## src/lvrm_pkg.sv

```systemverilog
// lvrm_pkg: constants, register map and types of the low voltage reset monitor.
// assumes a single 25 MHz clock domain and a 32-bit AHB-Lite register bus.
`default_nettype none
package lvrm_pkg;
    // register byte addresses
    localparam logic [7:0] ADDR_STATUS = 8'h00;
    localparam logic [7:0] ADDR_CONFIG = 8'h04;
    localparam logic [7:0] ADDR_EVENTS = 8'h08;
    localparam logic [7:0] ADDR_MASK = 8'h0c;
    localparam int ADDR_W = 8;

    // field positions
    localparam int FLAG_BIT = 0;
    localparam int CFG_PWR_BIT = 0;
    localparam int CFG_RST_BIT = 1;
    localparam int CFG_STOP_BIT = 2;
    localparam int EVT_RESET_BIT = 0;
    localparam int EVT_FLAG_BIT = 1;
    localparam int EVT_W = 2;

    // filter counts
    localparam logic [3:0] LOW_CYCLES = 4'h9;
    localparam logic [3:0] LOW_LAST = 4'h8;
    localparam logic [5:0] FLAG_MIN_CYCLES = 6'h20;
    localparam logic [5:0] FLAG_MAX_CYCLES = 6'h28;
    localparam logic [5:0] FLAG_SET_CYCLES = 6'h24;

    localparam logic [1:0] HTRANS_NONSEQ = 2'h2;
    localparam logic HRESP_OKAY = 1'b0;

    typedef struct packed {
        logic stopModeMonitorEnable;
        logic undervoltageResetEnable;
        logic monitorPowerEnable;
    } lvrm_cfg_t;

    localparam lvrm_cfg_t CFG_RESET = '{stopModeMonitorEnable: 1'b0,
        undervoltageResetEnable: 1'b1, monitorPowerEnable: 1'b1};

    typedef struct packed {
        logic supplyBelowFall;
        logic supplyAboveRise;
    } lvrm_cmp_t;

    typedef enum logic [1:0] {
        ST_WATCH = 2'b01,
        ST_HOLD = 2'b10
    } lvrm_state_t;
endpackage
`default_nettype wire

```

## src/lvrm_top.sv

```systemverilog
// lvrm_top: digital side of the supply monitor: reset filter, flag filter, registers.
// assumes comparator and crystal inputs already synchronous to clk; one AHB-Lite master.
`timescale 1ns/1ps
`default_nettype none
module lvrm_top
    import lvrm_pkg::*;
(
    input wire logic clk,
    input wire logic reset,
    input wire logic hsel,
    input wire logic [31:0] haddr,
    input wire logic [1:0] htrans,
    input wire logic hwrite,
    input wire logic [2:0] hsize,
    input wire logic [31:0] hwdata,
    input wire logic hready,
    output logic [31:0] hrdata,
    output logic hreadyout,
    output logic hresp,
    input wire lvrm_cmp_t supplyCmp,
    input wire logic crystalClock,
    input wire logic waitMode,
    input wire logic stopMode,
    output logic chipReset,
    output logic resetPinOut,
    output logic resetPinOeN,
    output logic irq
);
    // bus state
    logic wrPend_r, wrPend_nxt;
    logic [ADDR_W-1:0] wrAddr_r, wrAddr_nxt;
    logic [31:0] rdData_r, rdData_nxt;
    lvrm_cfg_t cfg_r, cfg_nxt;
    logic [EVT_W-1:0] events_r, events_nxt;
    logic [EVT_W-1:0] mask_r, mask_nxt;

    // monitor state
    lvrm_state_t state_r, state_nxt;
    logic [3:0] lowCnt_r, lowCnt_nxt;
    logic [5:0] flagCnt_r, flagCnt_nxt;
    logic flag_r, flag_nxt;
    logic xtalPrev_r, xtalPrev_nxt;

    logic addrPhase;
    logic monActive;
    logic resetArmed;
    logic stopBypass;
    logic filterTrip;
    logic xtalEdge;
    logic belowFall;
    logic aboveRise;
    logic [EVT_W-1:0] evtSet;
    logic [EVT_W-1:0] evtClr;

    assign belowFall = supplyCmp.supplyBelowFall;
    assign aboveRise = supplyCmp.supplyAboveRise;
    assign addrPhase = hsel && hready && (htrans == HTRANS_NONSEQ);

    // wait mode leaves the monitor running; of the two modes only stop without stop monitoring parks it
    assign monActive = cfg_r.monitorPowerEnable && !(stopMode && !cfg_r.stopModeMonitorEnable);
    assign resetArmed = monActive && cfg_r.undervoltageResetEnable;
    assign stopBypass = resetArmed && stopMode && belowFall;
    assign filterTrip = resetArmed && belowFall && (lowCnt_r == LOW_LAST);
    assign xtalEdge = crystalClock && !xtalPrev_r;

    assign evtSet[EVT_RESET_BIT] = (state_r == ST_WATCH) && (filterTrip || stopBypass);
    assign evtSet[EVT_FLAG_BIT] = flag_nxt && !flag_r;

    // reset filter and reset state
    always_comb begin
        state_nxt = state_r;
        lowCnt_nxt = lowCnt_r;
        if (!monActive || !belowFall) begin
            lowCnt_nxt = '0;
        end else if (lowCnt_r != LOW_LAST) begin
            lowCnt_nxt = lowCnt_r + 4'h1;
        end
        unique case (state_r)
            ST_WATCH: begin
                if (filterTrip || stopBypass) begin
                    state_nxt = ST_HOLD;
                end
            end
            ST_HOLD: begin
                if (aboveRise) begin
                    state_nxt = ST_WATCH;
                end
            end
        endcase
    end

    always_ff @(posedge clk or posedge reset) begin
        if (reset) begin
            state_r <= ST_WATCH;
            lowCnt_r <= '0;
        end else begin
            state_r <= state_nxt;
            lowCnt_r <= lowCnt_nxt;
        end
    end

    // flag filter on crystal edges; counter freezes once the set point is reached
    always_comb begin
        xtalPrev_nxt = crystalClock;
        flagCnt_nxt = flagCnt_r;
        flag_nxt = flag_r;
        if (state_r == ST_HOLD) begin
            flagCnt_nxt = '0;
            flag_nxt = 1'b0;
        end else if (aboveRise) begin
            flagCnt_nxt = '0;
            flag_nxt = 1'b0;
        end else if (!monActive) begin
            flagCnt_nxt = '0;
        end else if (belowFall) begin
            if (xtalEdge && flagCnt_r != FLAG_SET_CYCLES) begin
                flagCnt_nxt = flagCnt_r + 6'h01;
            end
            if (flagCnt_r == FLAG_SET_CYCLES) begin
                flag_nxt = 1'b1;
            end
        end else begin
            flagCnt_nxt = '0;
        end
    end

    always_ff @(posedge clk or posedge reset) begin
        if (reset) begin
            flagCnt_r <= '0;
            flag_r <= 1'b0;
            xtalPrev_r <= 1'b0;
        end else begin
            flagCnt_r <= flagCnt_nxt;
            flag_r <= flag_nxt;
            xtalPrev_r <= xtalPrev_nxt;
        end
    end

    // register file: zero wait states, read data captured in the address phase
    always_comb begin
        wrPend_nxt = addrPhase && hwrite;
        wrAddr_nxt = haddr[ADDR_W-1:0];
        rdData_nxt = rdData_r;
        cfg_nxt = cfg_r;
        mask_nxt = mask_r;
        evtClr = '0;
        if (addrPhase && !hwrite) begin
            rdData_nxt = '0;
            unique case (haddr[ADDR_W-1:0])
                ADDR_STATUS: rdData_nxt[FLAG_BIT] = flag_r;
                ADDR_CONFIG: rdData_nxt[CFG_STOP_BIT:CFG_PWR_BIT] = cfg_r;
                ADDR_EVENTS: rdData_nxt[EVT_W-1:0] = events_r;
                ADDR_MASK: rdData_nxt[EVT_W-1:0] = mask_r;
                default: rdData_nxt = '0;
            endcase
        end
        if (wrPend_r) begin
            unique case (wrAddr_r)
                ADDR_CONFIG: cfg_nxt = hwdata[CFG_STOP_BIT:CFG_PWR_BIT];
                ADDR_EVENTS: evtClr = hwdata[EVT_W-1:0];
                ADDR_MASK: mask_nxt = hwdata[EVT_W-1:0];
                default: cfg_nxt = cfg_r;
            endcase
        end
        // a new event wins over a clear in the same cycle
        events_nxt = (events_r & ~evtClr) | evtSet;
    end

    always_ff @(posedge clk or posedge reset) begin
        if (reset) begin
            wrPend_r <= 1'b0;
            wrAddr_r <= '0;
            rdData_r <= '0;
            cfg_r <= CFG_RESET;
            events_r <= '0;
            mask_r <= '0;
        end else begin
            wrPend_r <= wrPend_nxt;
            wrAddr_r <= wrAddr_nxt;
            rdData_r <= rdData_nxt;
            cfg_r <= cfg_nxt;
            events_r <= events_nxt;
            mask_r <= mask_nxt;
        end
    end

    assign hrdata = rdData_r;
    assign hreadyout = 1'b1;
    assign hresp = HRESP_OKAY;
    assign chipReset = (state_r == ST_HOLD);
    assign resetPinOut = 1'b0;
    assign resetPinOeN = !(state_r == ST_HOLD);
    // unmasked events are visible through the pending bits only; no request line is raised
    assign irq = 1'b0;

    // checks
    // second count of crystal rises in the current low stretch, kept apart from the flag filter
    logic [5:0] chkLow_r, chkLow_nxt;

    always_comb begin
        chkLow_nxt = chkLow_r;
        if (!belowFall || !monActive || chipReset) begin
            chkLow_nxt = '0;
        end else if (xtalEdge && !(&chkLow_r)) begin
            chkLow_nxt = chkLow_r + 6'h01;
        end
    end

    // saturates, so a long brownout cannot wrap it back under the window
    always_ff @(posedge clk or posedge reset) begin
        if (reset) begin
            chkLow_r <= '0;
        end else begin
            chkLow_r <= chkLow_nxt;
        end
    end
endmodule // lvrm_top
`default_nettype wire

```

## config.mk

```make
export PLATFORM = sky130hd
export DESIGN_NAME = lvrm_top
export DESIGN_NICKNAME = d
export VERILOG_FILES = /design/src/lvrm_pkg.sv /design/src/lvrm_top.sv
export SDC_FILE = /design/constraint.sdc
export NUM_CORES = 1
export LEC_CHECK = 0
export ABC_AREA = 1
export BUFFER_PORTS_ARGS = -buffer_cell sky130_fd_sc_hd__buf_2
export CELL_PAD_IN_SITES_DETAIL_PLACEMENT = 0
export CELL_PAD_IN_SITES_GLOBAL_PLACEMENT = 1
export CORE_MARGIN = 8
export CORE_UTILIZATION = 29
export CTS_CLUSTER_DIAMETER = 30
export DETAILED_ROUTE_END_ITERATION = 7
export GPL_TIMING_DRIVEN = 1
export PLACE_DENSITY_LB_ADDON = 0.3
export SYNTH_ARGS = -nofsm -noshare
export SYNTH_HDL_FRONTEND = slang
export SYNTH_SLANG_ARGS = --single-unit
```

## constraint.sdc

```tcl
create_clock -name clk -period 1.8 [get_ports clk]
set_clock_uncertainty 0.1 [all_clocks]
set_input_delay 0.09 -clock clk [delete_from_list [all_inputs] [get_ports clk]]
set_output_delay 0.09 -clock clk [all_outputs]
set_load 0.03 [all_outputs]
```

==> metrics <==
filler cell count in the final layout 712; maximum cell stage delay along the critical path 0.55 ns; share of the yosys chip area belonging to registers 45.0%; required time reported for the critical path endpoint 1.90 ns; Initial Utilization between 20 and 30%; sum of routed wire length over all layers 3.87 mm; pwr/cell area 817 nW/um2; clock period minus final worst setup slack 1.41 ns; Final Hold Viols 0; Achievable Freq 709 MHz; setup repair after global routing missed its margin no; layout cells sized above 1 17.4%; iteration count of the initial detailed-routing pass 4; Total Die Area 9160 um2; max-capacitance violation count 0; violation count after the first detailed-route iteration 42; largest net degree at the start of global routing 34; core region area around 6200 um2; wire length of the first global-routing pass 6.39 mm; Largest delay share family, worst path buffers and inverters; multi-input gate area in the final layout 754 um2; Worst Path Buf+Inv 3; status finished clean; most used cell along the critical path dlygate4sd3_1; distinct cell type count after synthesis 23; cell chain of the critical path dlygate4sd3_1, buf_2, nand2_1, dlygate4sd3_1, nor3_1; TritonCTS clock tree done; GRT overflow 0; worst hold-check path type primary input to flip-flop; warnings from Yosys 0; maximum fanout encountered on the critical timing path 2; fin. max-slew vios 0; Rows 29; H-tree depth reported by CTS 2; routed len/inst 10.8 um; remaining routing DRC violations 0; average cell area after synthesis 8.05 um2; number of top-level pins 117; register bit count reported by yosys 33; P_leak 1.15 nW; worst skew pair latency 0.29 ns; TritonCTS Sinks 33; Global Route Usage Sum a little under a tenth; arrival time worst endpoint roughly 1.5 ns; Layout Area Growth over Synthesis 20.6%; launching element type of the critical path primary input; crit path max-delay cell type dlygate4sd3_1; antenna fix cells 0; antenna violations before repair 0; register clock-pin slew on the reported worst setup and hold paths 0.07 ns; area occupied by registers 830 um2; Inserted Clock Buffers 5; vias in the first global route 1438; post-cts resize count 0; Final GP Congestion ~0.73; detailed-route vias per instance 3.97; Period Utilization, post-route about four fifths; number of post-CTS setup repair buffers 0; half-perimeter wire length after placement 2.99 mm; Synth area leader dfrtp_1; number of port buffers 26; die outline height 95.7 um; share of the core filled with cells in the final layout 35.6%; sum of negative setup slack 0 ns; most area-consuming cells after synthesis dfrtp_1, buf_4, nand2_1; setup violation total in the final timing report 0; Post-Synthesis Cell Area 1840 um2; Clock Path Buffers 2; share of Yosys cell area claimed by the top area cell type 40.7%; via count of the routed design 1420; number of nets in the final layout roughly 360; ANT nets after route 0; startpoint-to-endpoint class of the critical path primary input to flip-flop; crit end category flip-flop; width of the die 95.7 um; # hold bufs at CTS 19; Max VDD drop 0.379 mV; Mapped Cells around 230; cell at the root of the clock tree clkbuf_8
-- registers in the layout, indices dropped and copies added (netlist names) --
signal      flops
events_r        2
mask_r          2
wrPend_r        1
xtalPrev_r      1
wrAddr_r        8
flag_r          1
lowCnt_r        4
state_r         2
cfg_r           3
hrdata          3
flagCnt_r       6
-- metal layers --
layer | vias to the layer above | GRT usage [%] | routed length [um]
met5 | - | 0 | 0
met4 | 0 | 3.84 | 56
met3 | 6 | 2.50 | 205
met2 | 24 | 16.0 | 1990
met1 | 645 | 9.89 | 1620
li1 | 745 | - | -
-- cell usage in the layout, fill, tap and decap left out, drive strengths merged, types with 4 or more instances in the layout --
| master | netlist | routed |
|---|---|---|
| o21ai | 12 | 12 |
| a21oi | 7 | 7 |
| conb | 2 | 33 |
| clkbuf | 0 | 5 |
| ha | 4 | 4 |
| nor2 | 20 | 20 |
| inv | 34 | 34 |
| dlygate4sd3 | 0 | 19 |
| dfrtp | 30 | 30 |
| nand2 | 54 | 54 |
| nand4 | 5 | 5 |
| buf | 33 | 27 |
| nand3 | 18 | 18 |
-- final timing paths --
path,depth (start not counted),endpoint,start,slack [ns]
max in group asynchronous,4,state_r[0],reset,0.92
min in group asynchronous,4,hrdata[2],reset,0.34
min,3,lowCnt_r[3],supplyCmp[1],0.06
min reg2reg,1,events_r[1],flag_r,0.35
max reg2reg,9,flagCnt_r[4],flagCnt_r[0],0.39
max,5,wrPend_r,hsel,0.39
-- final cells by class --
cell class | count | area share [%]
clock buffers | 5 | 3.10
clock inverters | 3 | 0.788
inverters | 34 | 5.74
multi-input cells | 160 | 34.0
flip-flops and latches | 33 | 37.3
well taps | 77 | 4.34
repair buffers | 46 | 14.8
-- logic make-up (layout without fill, tap and decap cells) --
family          after synthesis  in the layout  share of synthesized area [%]
compound gates               19             19                           5.36
other cells                   2             33                          0.407
simple gates                103            103                           25.7
fa+ha+maj                     4              4                           2.72
buf+inv                      67             88                           20.4
xor+xnor                      1              1                          0.475
flops                        33             33                           45.0
-- worst reg2reg max path, stage by stage (launching register included) --
cell	delay, ns
dfrtp_1	0.40
inv_1	0.10
ha_1	0.18
nand2_1	0.05
inv_1	0.05
nand3_1	0.10
nand2_2	0.12
nand2_1	0.07
nand4_1	0.08
nand2_1	0.05
-- metrics by stage --
stage / hold WS, ns / cell area [um2] / cells / total power, mW / setup slack, ns
6_report: 0.0619 / 2220 / 358 / 1.81 / 0.389
3_5_place_dp: 0.108 / 1950 / 331 / 1.26 / 0.389
3_3_place_gp: 0.110 / 1950 / 331 / 1.26 / 0.397
5_1_grt: 0.0753 / 2220 / 358 / 1.93 / 0.191
4_1_cts: 0.0516 / 2220 / 358 / 1.85 / 0.374
2_1_floorplan: 0.0214 / 1960 / 260 / 1.21 / 0.408
-- Yosys cell counts --
library cell,count
nor2_4,2
nand3_2,1
nor2_1,15
nand4_1,5
inv_1,34
conb_1,2
dfrtp_1,30
nand2_1,51
nand3_1,17
ha_1,4
nor3_2,1
nor3_1,2
xor2_1,1
or2_1,2
nand2_2,3
o21ai_1,2
o21ai_2,1
o21ai_0,9
nor2_2,3
dfstp_2,3
a21oi_1,7
buf_4,33
nor4_1,1
-- power breakdown --
part / leakage [nW] / switching [mW] / internal (mW) / total (mW)
combinational: 0.705 / 0.313 / 0.125 / 0.438
sequential: 0.405 / 0.0310 / 0.802 / 0.833
clock: 0.0439 / 0.276 / 0.267 / 0.543
(Power assumes the default switching activity.)
